--- src/logic/periodic_wakeup_counter_consts.svh ---
// Purpose: Offsets, field positions, reset values and divisor tables of the wake-up counter
// Assumes: 32-bit APB, one aligned word per register
// Notes: Divisor tables pack sixteen 18-bit entries, entry 0 in the low bits; 0 means off
`ifndef PERIODIC_WAKEUP_COUNTER_CONSTS_SVH
`define PERIODIC_WAKEUP_COUNTER_CONSTS_SVH

`define PWC_OFS_CTRL 12'h000
`define PWC_OFS_COUNT 12'h004
`define PWC_OFS_LIMIT 12'h008

`define PWC_BIT_FLAG 7
`define PWC_SRC_HI 6
`define PWC_SRC_LO 5
`define PWC_BIT_IE 4
`define PWC_PS_HI 3
`define PWC_PS_LO 0

`define PWC_RST_SRC 2'h0
`define PWC_RST_PS 4'h0
`define PWC_RST_LIMIT 8'h00
`define PWC_RST_COUNT 8'h00

`define PWC_SRC_LPO 2'h0
`define PWC_SRC_EXT 2'h1

`define PWC_DIV_W 18
`define PWC_PS_OFF 4'h0

// Low clock-select bit = 0
`define PWC_DIV_TBL_LO {18'h003e8, 18'h001f4, 18'h00064, 18'h00010, 18'h0000a, 18'h00004, \
  18'h00002, 18'h00001, 18'h00400, 18'h00200, 18'h00100, 18'h00080, 18'h00040, 18'h00020, \
  18'h00008, 18'h00000}
// Low clock-select bit = 1
`define PWC_DIV_TBL_HI {18'h30d40, 18'h186a0, 18'h0c350, 18'h04e20, 18'h02710, 18'h01388, \
  18'h007d0, 18'h003e8, 18'h10000, 18'h08000, 18'h04000, 18'h02000, 18'h01000, 18'h00800, \
  18'h00400, 18'h00000}

`endif

--- src/logic/periodic_wakeup_counter_pkg.sv ---
// Purpose: Types shared by the wake-up counter and its bench
// Assumes: APB with 12-bit address, 32-bit data
// Notes: Constants live in the consts header
package periodic_wakeup_counter_pkg;

  typedef struct packed {
    logic psel;
    logic penable;
    logic pwrite;
    logic [11:0] paddr;
    logic [31:0] pwdata;
  } apb_req_t;

  typedef struct packed {
    logic periodic_match_flag;
    logic [1:0] tick_source_select;
    logic periodic_irq_enable;
    logic [3:0] tick_divider_select;
  } periodic_ctrl_status_t;

endpackage

--- src/logic/periodic_wakeup_counter.sv ---
// Purpose: 8-bit periodic wake-up counter with selectable source and prescaler
// Assumes: Source clocks and mode inputs are synchronous levels sampled on clk
// Notes: APB slave answers with no wait states; irq doubles as the wake request
//
// Added by the designer: the register offsets and the APB slave port.
`timescale 1ns/100ps
`include "periodic_wakeup_counter_consts.svh"

module periodic_wakeup_counter
#(
  parameter int DIV_W = `PWC_DIV_W
)
(
  input wire logic clk,
  input wire logic rst_n,
  input wire periodic_wakeup_counter_pkg::apb_req_t apb,
  output logic [31:0] prdata,
  output logic pready,
  output logic pslverr,
  input wire logic lpoClk,
  input wire logic extRefClk,
  input wire logic intRefClk,
  input wire logic debugHalt,
  input wire logic deepStop,
  output logic irq
);
  import periodic_wakeup_counter_pkg::*;

  localparam logic [16*`PWC_DIV_W-1:0] DIV_LO = `PWC_DIV_TBL_LO;
  localparam logic [16*`PWC_DIV_W-1:0] DIV_HI = `PWC_DIV_TBL_HI;

  // A narrower prescaler would wrap before the largest divisor is reached
  if (DIV_W < `PWC_DIV_W)
  begin : g_div_w_check
    $error("DIV_W too narrow for the largest divisor");
  end

  ////////////////////////////////////////////////////////////////////////////
  // State

  periodic_ctrl_status_t ctrl;
  logic [7:0] tickCount;
  logic [7:0] tickLimit;
  logic [DIV_W-1:0] preCount;
  logic [2:0] srcPrev;

  logic setup;
  logic access;
  logic wrCtrl;
  logic wrLimit;
  logic cfgChange;
  logic clearCount;
  logic [2:0] srcLevel;
  logic [2:0] srcRise;
  logic srcEdge;
  logic [`PWC_DIV_W-1:0] divisor;
  logic [DIV_W-1:0] divLast;
  logic run;
  logic tick;
  logic match;
  logic next_flag;
  logic next_ie;
  logic [7:0] next_rdata;
  logic next_err;

  ////////////////////////////////////////////////////////////////////////////
  // Bus decode

  always_comb
  begin
    setup = apb.psel & ~apb.penable;
    access = apb.psel & apb.penable & pready;
    wrCtrl = access & apb.pwrite & (apb.paddr == `PWC_OFS_CTRL);
    wrLimit = access & apb.pwrite & (apb.paddr == `PWC_OFS_LIMIT);
  end

  // Compared against the stored fields, so rewriting equal values does not restart
  // source or prescaler change
  always_comb
  begin
    cfgChange = wrCtrl &
      ((apb.pwdata[`PWC_SRC_HI:`PWC_SRC_LO] != ctrl.tick_source_select) |
       (apb.pwdata[`PWC_PS_HI:`PWC_PS_LO] != ctrl.tick_divider_select));
    clearCount = cfgChange | wrLimit;
  end

  ////////////////////////////////////////////////////////////////////////////
  // Source selection and prescaler

  // Only rising edges count, so a source that idles high gives no tick
  always_comb
  begin
    srcLevel = {intRefClk, extRefClk, lpoClk};
    srcRise = srcLevel & ~srcPrev;
  end

  always_comb
  begin
    unique case (ctrl.tick_source_select)
      2'h0:
        srcEdge = srcRise[0];
      2'h1:
        srcEdge = srcRise[1] & ~deepStop;
      2'h2:
        srcEdge = srcRise[2] & ~deepStop;
      2'h3:
        srcEdge = srcRise[2] & ~deepStop;
    endcase
  end

  always_comb
  begin
    if (ctrl.tick_source_select[0])
      divisor = DIV_HI[32'(ctrl.tick_divider_select)*`PWC_DIV_W +: `PWC_DIV_W];
    else
      divisor = DIV_LO[32'(ctrl.tick_divider_select)*`PWC_DIV_W +: `PWC_DIV_W];
    // Code zero wraps to all ones here; run keeps it from mattering
    divLast = DIV_W'(divisor) - DIV_W'(1);
  end

  always_comb
  begin
    run = (ctrl.tick_divider_select != `PWC_PS_OFF) & ~debugHalt;
    tick = run & srcEdge & (preCount == divLast);
  end

  always_comb
  begin
    match = tick & (tickCount == tickLimit);
  end

  // Edge history is kept per source so a source switch gives no false edge
  always_ff @(posedge clk or negedge rst_n)
  begin
    if (!rst_n)
      srcPrev <= 3'h0;
    else
      srcPrev <= srcLevel;
  end

  always_ff @(posedge clk or negedge rst_n)
  begin
    if (!rst_n)
      preCount <= '0;
    else if (clearCount)
      preCount <= '0;
    else if (run & srcEdge)
    begin
      if (preCount == divLast)
        preCount <= '0;
      else
        preCount <= preCount + DIV_W'(1);
    end
  end

  ////////////////////////////////////////////////////////////////////////////
  // Counter and limit

  always_ff @(posedge clk or negedge rst_n)
  begin
    if (!rst_n)
      tickCount <= `PWC_RST_COUNT;
    else if (clearCount)
      tickCount <= `PWC_RST_COUNT;
    else if (match)
      tickCount <= 8'h00;
    else if (tick)
      tickCount <= tickCount + 8'h01;
  end

  always_ff @(posedge clk or negedge rst_n)
  begin
    if (!rst_n)
      tickLimit <= `PWC_RST_LIMIT;
    else if (wrLimit)
      tickLimit <= apb.pwdata[7:0];
  end

  ////////////////////////////////////////////////////////////////////////////
  // Control, flag and request

  always_comb
  begin
    next_flag = match |
      (ctrl.periodic_match_flag & ~(wrCtrl & apb.pwdata[`PWC_BIT_FLAG]));
    next_ie = wrCtrl ? apb.pwdata[`PWC_BIT_IE] : ctrl.periodic_irq_enable;
  end

  always_ff @(posedge clk or negedge rst_n)
  begin
    if (!rst_n)
    begin
      ctrl.periodic_match_flag <= 1'b0;
      ctrl.tick_source_select <= `PWC_RST_SRC;
      ctrl.periodic_irq_enable <= 1'b0;
      ctrl.tick_divider_select <= `PWC_RST_PS;
    end
    else
    begin
      ctrl.periodic_match_flag <= next_flag;
      ctrl.periodic_irq_enable <= next_ie;
      if (wrCtrl)
      begin
        ctrl.tick_source_select <= apb.pwdata[`PWC_SRC_HI:`PWC_SRC_LO];
        ctrl.tick_divider_select <= apb.pwdata[`PWC_PS_HI:`PWC_PS_LO];
      end
    end
  end

  always_ff @(posedge clk or negedge rst_n)
  begin
    if (!rst_n)
      irq <= 1'b0;
    else
      irq <= next_flag & next_ie;
  end

  ////////////////////////////////////////////////////////////////////////////
  // APB answer: read data captured in the setup cycle, ready in the next

  // Unmapped offsets answer with an error and read as zero
  always_comb
  begin
    next_rdata = 8'h00;
    next_err = 1'b0;
    unique case (apb.paddr)
      `PWC_OFS_CTRL:
        next_rdata = ctrl;
      `PWC_OFS_COUNT:
        next_rdata = tickCount;
      `PWC_OFS_LIMIT:
        next_rdata = tickLimit;
      default:
        next_err = 1'b1;
    endcase
  end

  always_ff @(posedge clk or negedge rst_n)
  begin
    if (!rst_n)
    begin
      pready <= 1'b0;
      pslverr <= 1'b0;
      prdata <= 32'h00000000;
    end
    else
    begin
      pready <= setup;
      pslverr <= setup & next_err;
      // Held until the next setup so the master may take it late in the access
      if (setup)
        prdata <= {24'h000000, next_rdata};
    end
  end

endmodule

--- config.mk ---
export PLATFORM = sky130hd
export DESIGN_NAME = periodic_wakeup_counter
export DESIGN_NICKNAME = d
export VERILOG_FILES = /design/src/logic/periodic_wakeup_counter_pkg.sv /design/src/logic/periodic_wakeup_counter.sv
export VERILOG_INCLUDE_DIRS = /design/src /design/src/logic
export SDC_FILE = /design/constraint.sdc
export NUM_CORES = 1
export LEC_CHECK = 0
export ABC_AREA = 1
export CAP_MARGIN = 20
export CORE_MARGIN = 8
export CORE_UTILIZATION = 60
export CTS_BUF_LIST = sky130_fd_sc_hd__clkbuf_4 sky130_fd_sc_hd__clkbuf_8
export CTS_CLUSTER_SIZE = 10
export DETAILED_ROUTE_END_ITERATION = 7
export DONT_BUFFER_PORTS = 1
export GPL_ROUTABILITY_DRIVEN = 0
export GPL_TIMING_DRIVEN = 0
export PLACE_DENSITY = 0.89
export SLEW_MARGIN = 25
export SYNTH_ARGS = -nofsm -noshare
export SYNTH_HDL_FRONTEND = slang
export SYNTH_SLANG_ARGS = --single-unit
--- constraint.sdc ---
create_clock -name clk -period 2.6 [get_ports clk]
set_input_delay 0.26 -clock clk [delete_from_list [all_inputs] [get_ports clk]]
set_output_delay 0.26 -clock clk [all_outputs]
set_load 0.02 [all_outputs]
Word level (Yosys, flattened, before mapping). Index checks and enable logic that the tools add are counted.

RAM bits: 0. Bits in latches: 0. Bits of input ports: 54. Memories kept: 0. ROM bits: 0. Word-level logic and storage cells: 71. Register bits after elaboration: 56. Output and inout port bits: 35.

Reduce and logical (&&, ||, !) cells: 7. Add/subtract/negate cells: 3. Mux-type cells: 11. $lt $le $gt $ge: 0. Multipliers: 1. Div/mod/pow operators: 0. Equality and inequality tests: 9. Bitwise gates (word level): 26. Shifts and indexed selects: 2.

Operator list (number): 288-bit by 10-bit variable part select with 18-bit output (first input constant) (2); 18-bit 2-to-1 mux (4); 8-bit 2-to-1 mux (3); 8-bit one-hot mux with 3 select lines (1); 18-bit by 1-bit adder with 18-bit output (second input constant) (1); 18-bit equality test (1); 18-bit by 1-bit subtractor with 18-bit output (second input constant) (1); 1-bit AND (17); 12-bit by 3-bit equality test with 1-bit output (second input constant) (1); 12-bit by 4-bit equality test with 1-bit output (second input constant) (1); 12-bit logical NOT (1); 8-bit by 1-bit adder with 8-bit output (second input constant) (1); 8-bit equality test (1); 4-bit by 4-bit multiplier with 8-bit output (second input constant) (1); 2-bit equality test (second input constant) (2); 4-bit inequality test (1); 1-bit inverter (4); 4-bit nonzero test (1); 3-bit AND (1); 3-bit inverter (1); 1-bit bitwise OR (3); 1-bit one-hot mux with 3 select lines (1); 3-bit nonzero test (1); 3-bit OR reduction (1); other kinds (6) (7).

Longest topological paths before layout.
Depth after elaboration: 9. Mapped depth: 21. Gate-level depth less buffers: 21.

Worst setup path after synthesis. Ideal clock, no wire load.

Kind: reg2reg. From: register ctrl[0] (netlist bit). To: register preCount[7]. Clock period less this slack: 2.672 ns. Path slack: -0.072 ns. Data required time: 2.471 ns. Data arrival time: 2.543 ns. Cell stages (with the launch flop): 19. Path buffers: 1. Library setup time: 0.129 ns. Cells stage by stage: dfrtp_1 > clkinv_1 > ha_1 > inv_1 > nor2_1 > nand2_2 > ha_1 > nand2_1 > nor2_1 > nand3_1 > nor2_2 > nand3b_1 > nand2_1 > nand3_1 > nor2_4 > nand3_4 > nand2_4 > buf_12 > o22ai_2.

Cells in the longest elaborated chain, start to end: 8. Elaborated cells on any way between the ends: 17. Classes of those cells: 1 x add/sub; 1 x mul; 2 x eq/ne; 2 x shift; 4 x mux; 5 x bitwise; 2 x reduce/logical.

RTL lines: start, declared (line periodic_wakeup_counter.sv:41) `periodic_ctrl_status_t ctrl;`; 4-bit by 4-bit multiplier with 8-bit output (no line); 288-bit by 10-bit variable part select with 18-bit output (on tied branches) (line periodic_wakeup_counter.sv:116, periodic_wakeup_counter.sv:114); 18-bit 2-to-1 mux (line periodic_wakeup_counter.sv:113) `if (ctrl.tick_source_select[0])`; 18-bit by 1-bit subtractor with 18-bit output (line periodic_wakeup_counter.sv:118) `divLast = DIV_W'(divisor) - DIV_W'(1);`; 18-bit equality test (line periodic_wakeup_counter.sv:149) `if (preCount == divLast)`; 18-bit 2-to-1 mux (line periodic_wakeup_counter.sv:149); 18-bit 2-to-1 mux (line periodic_wakeup_counter.sv:147) `else if (run & srcEdge)`; 18-bit 2-to-1 mux (line periodic_wakeup_counter.sv:145) `else if (clearCount)`; end signal, assigned (line periodic_wakeup_counter.sv:152) `preCount <= preCount + DIV_W'(1);`; end, declared (line periodic_wakeup_counter.sv:44) `logic [DIV_W-1:0] preCount;`.

Parallel ways exist; a longest one is shown, timed or not. The select of a mux whose other input is x is not followed. A chain may end at the register's enable or synchronous reset.

Worst setup path in the final report.
From: register ctrl[5] (netlist bit). To: register tickCount[2].

Cells in the longest elaborated chain, start to end: 8. Elaborated cells on any way between the ends: 19. Classes of those cells: 1 x add/sub; 5 x eq/ne; 4 x mux; 6 x bitwise; 3 x reduce/logical.

RTL lines: parallel branches: the longest is 8 deep, another holds 18-bit by 1-bit subtractor with 18-bit output; end signal, assigned (line periodic_wakeup_counter.sv:162) `` tickCount <= `PWC_RST_COUNT; ``; end signal, assigned (line periodic_wakeup_counter.sv:164) `` tickCount <= `PWC_RST_COUNT; ``; end signal, assigned (line periodic_wakeup_counter.sv:168) `tickCount <= tickCount + 8'h01;`; end, declared (line periodic_wakeup_counter.sv:42) `logic [7:0] tickCount;`.

Several ways; the timed one is not identified.

==> impl_metrics.env <==
export IMPL_status="finished, violations left"
export IMPL_violations="setup timing"
export IMPL_synth_area_top_cells="dfrtp_1 29%, nand2_1 15%, xor2_1 6.2%"
export IMPL_layout_min_cycle_time_ns=3.26
export IMPL_regArea_um2=1410
export IMPL_die_w_um=106
export IMPL_final_cells=883
export IMPL_final_cell_mix="148 x nand2_1, 67 x inv_1, 55 x nand2_2, 51 x buf_4, 50 x dfrtp_1"
export IMPL_async_flop_share=1.00
export IMPL_setup_ws_ns=-0.657
export IMPL_tightest_slew_ns=0.877
export IMPL_syn_area_per_cell_um2=7.02
export IMPL_hold_start="apb[5]"
export IMPL_synth_cell_type_count=47
export IMPL_fillers=454
export IMPL_synth_warnings=0
export IMPL_grt_ovfl_total=0
export IMPL_hold_viol_final=0
export IMPL_yosysSeqAreaShare=0.285
export IMPL_crit_type="register to register"
export IMPL_synth_top_cell_area_share=0.285
export IMPL_cts_tree="yes"
export IMPL_antenna_found_initial=1
export IMPL_vias=5841
export IMPL_worstPathCellList="buf_6 -> ha_4 -> nand2_2 -> inv_1 -> nand3_1 -> o21ai_2 -> nor2_1 -> nand2_1 -> nor2_4 -> nand3_2 -> nand2_2 -> nand2_2 -> nor2_4 -> inv_2 -> nor2_4 -> nand3_4 -> buf_6 -> nor2_4 -> nor2_1 -> nor2_1"
export IMPL_yosys_area_top_type="dfrtp_1"
export IMPL_first_pass_iters=6
export IMPL_final_max_slew_viol_count=0
export IMPL_final_common_cell="nand2_1"
export IMPL_ir_drop_uv=268
export IMPL_cts_max_level=2
export IMPL_initialDrtViolationCount=920
export IMPL_ioPinCount=89
export IMPL_postSynthCellCount=700
export IMPL_tritoncts_num_buffers=5
export IMPL_root_buffer="clkbuf_8"
export IMPL_maxCapViolations=0
export IMPL_r2r_end="tickCount[2]$_DFFE_PN0P_"
export IMPL_grt_max_degree=57
export IMPL_rows=33
export IMPL_viasPerCell=6.61
export IMPL_clk_path_buf_depth=2
export IMPL_critPathRequiredTime_ns=2.87
export IMPL_leakagePower_nw=2.98
export IMPL_dp_cells=828
export IMPL_pre_cts_slack_ns=-0.564
export IMPL_synthToLayoutAreaGrowth_pct=29.1
export IMPL_max_stage_delay_ns=0.48
export IMPL_worst_r2r_startpoint="ctrl[5]$_DFFE_PN0P_"
export IMPL_dieArea_um2=11300
export IMPL_core_area_um2=8090
export IMPL_grt_pass1_wl_um=25600
export IMPL_crit_slowest_cell="dfrtp_2"
export IMPL_remaining_drc_errors=0
export IMPL_min_path_cells=2
export IMPL_grt_pass1_vias=5347
export IMPL_synth_seq_cells=56
export IMPL_fmaxAchievable_ghz=0.307
export IMPL_powerDensity_nw_per_um2=420
export IMPL_fp_dieH_um=106
export IMPL_whs_ns=0.0445
export IMPL_ant_nets=0
export IMPL_post_drt_wl_per_cell_um=23.5
export IMPL_arrival_ns=3.53
export IMPL_finalCritPeriodShare=1.25
export IMPL_synth_main_ff_cell="dfrtp_1"
export IMPL_hold_path_class="input port to register"
export IMPL_setup_worst_path_end_class="register"
export IMPL_multi_input_area_um2=3600
export IMPL_cts_sinks=56
export IMPL_relSlewSlack=0.410
export IMPL_path_max_fanout=5
export IMPL_regToRegSetupSlack_ns=-0.66
export IMPL_fin_skew_ns=0.0194
export IMPL_io_buffers=0
export IMPL_power_mw=2.66
export IMPL_rsz0062_at_grt="true"
export IMPL_syn_cell_area_um2=4910
export IMPL_track_usage=0.279
export IMPL_clk_pin_slew_worst_paths_ns=0.12
export IMPL_hpwl_um=9630
export IMPL_worst_path_most_repeated_cell="nor2_4"
export IMPL_final_util=0.784
export IMPL_holdPathEnd="ctrl[5]$_DFFE_PN0P_"
export IMPL_synth_edf_count=0
export IMPL_start_kind="register"
export IMPL_rr_worst_depth=20
export IMPL_postRouteWirelength_um=20700
export IMPL_finalNetCount=838
export IMPL_clock_latency_ns=0.33
export IMPL_start_util=0.607
export IMPL_setup_viol=28
export IMPL_layout_drive_gt1_share=0.354
worst max-delay path: cells and delay by family, from the launching register on:
family	cells	cell delay (ns)
AOI/OAI and AO/OA	1	0.12
buffers and inverters	4	0.44
and+or+nand+nor	14	1.91
DFF	1	0.48
adders and majority gates	1	0.18
cell type report:
cell class / instances / area share
multi-input cells: 543 / 0.567
flip-flops and latches: 56 / 0.222
repair buffers: 44 / 0.0766
inverters: 92 / 0.0572
plain buffers: 34 / 0.0406
well taps: 105 / 0.0207
clock buffers: 5 / 0.0109
clock inverters: 3 / 0.00395
diodes: 1 / 0.000395
where the power goes:
| part | switching [mW] | internal (mW) | leakage [nW] | total (mW) |
|---|---|---|---|---|
| registers | 0.146 | 0.967 | 0.695 | 1.11 |
| logic | 0.634 | 0.373 | 2.24 | 1.01 |
| clock network | 0.346 | 0.198 | 0.0452 | 0.544 |
| total | 1.13 | 1.54 | 2.98 | 2.66 |
timing repair:
| action | in CTS | in global routing |
|---|---|---|
| cloned | 3 | 0 |
| setup endpoints to repair | 28 | 28 |
| hold buffers | 5 | 0 |
| endpoints found under the hold margin | 59 | 0 |
| setup buffers | 23 | 15 |
| gates resized for setup | 69 | 105 |
| pin swaps | 44 | 33 |
layer usage:
metal	global-route usage	wire length, um
met5	0	0
met2	0.472	9510
met4	0.168	1760
met1	0.309	6610
met3	0.0714	2870
stage by stage:
step	setup TNS, ns	instance area, um^2
global placement	-9.81	5130
global route	-19.39	6340
CTS	-0.155	5850
detailed placement	-12.62	5130
floorplan	0	5000
finish	-15.38	6340
sequential cells by signal, summed over array words and instances, names as in the netlist:
signal	count
pready	1
tickLimit	8
srcPrev	3
prdata	8
irq	1
tickCount	8
ctrl	8
pslverr	1
preCount	18
worst max path at each step:
stage	start	endpoint	slack, ns	cells after the start
after CTS	ctrl[5]$_DFFE_PN0P_	tickCount[4]$_DFFE_PN0P_	-0.02	19
final	ctrl[5]$_DFFE_PN0P_	tickCount[2]$_DFFE_PN0P_	-0.66	20
after detailed placement	ctrl[5]$_DFFE_PN0P_	preCount[14]$_DFFE_PN0P_	-0.56	18
after global routing	ctrl[5]$_DFFE_PN0P_	preCount[3]$_DFFE_PN0P_	-0.79	19
after floorplan	ctrl[0]$_DFFE_PN0P_	preCount[7]$_DFFE_PN0P_	0.01	18
after global placement	ctrl[5]$_DFFE_PN0P_	preCount[16]$_DFFE_PN0P_	-0.46	18
Yosys cell counts, types with 2 or more instances:
master	n
ha_1	8
buf_4	27
xnor2_1	4
inv_2	14
a21oi_2	2
nand3_2	4
nand3_4	3
a211oi_1	2
clkbuf_1	3
nor2_8	4
o22ai_2	10
nor2_4	8
nand3b_1	2
o21ai_0	27
a31oi_1	2
nand2_2	12
a21oi_1	12
clkinv_1	2
o21ai_1	2
dfrtp_1	56
nor3_2	2
nor2_2	7
or2_0	2
nand2_1	197
nand2_4	4
xor2_1	35
nor3_1	8
nor4_2	3
nand4_1	19
nor2_1	58
or2_2	2
nand3_1	56
inv_1	76
o221ai_1	6
o22ai_1	9
logic make-up (layout without fill, tap and decap cells):
| group | count (synthesis) | after routing | synth area share |
|---|---|---|---|
| compound gates | 77 | 77 | 0.107 |
| flops | 56 | 56 | 0.285 |
| xor+xnor | 39 | 39 | 0.0695 |
| simple gates | 392 | 394 | 0.392 |
| other cells | 1 | 25 | 0.000763 |
| mux | 1 | 1 | 0.00229 |
| fa+ha+maj | 8 | 8 | 0.0204 |
| buf+inv | 126 | 178 | 0.123 |
No activity file was read; power rests on OpenSTA's default activity.
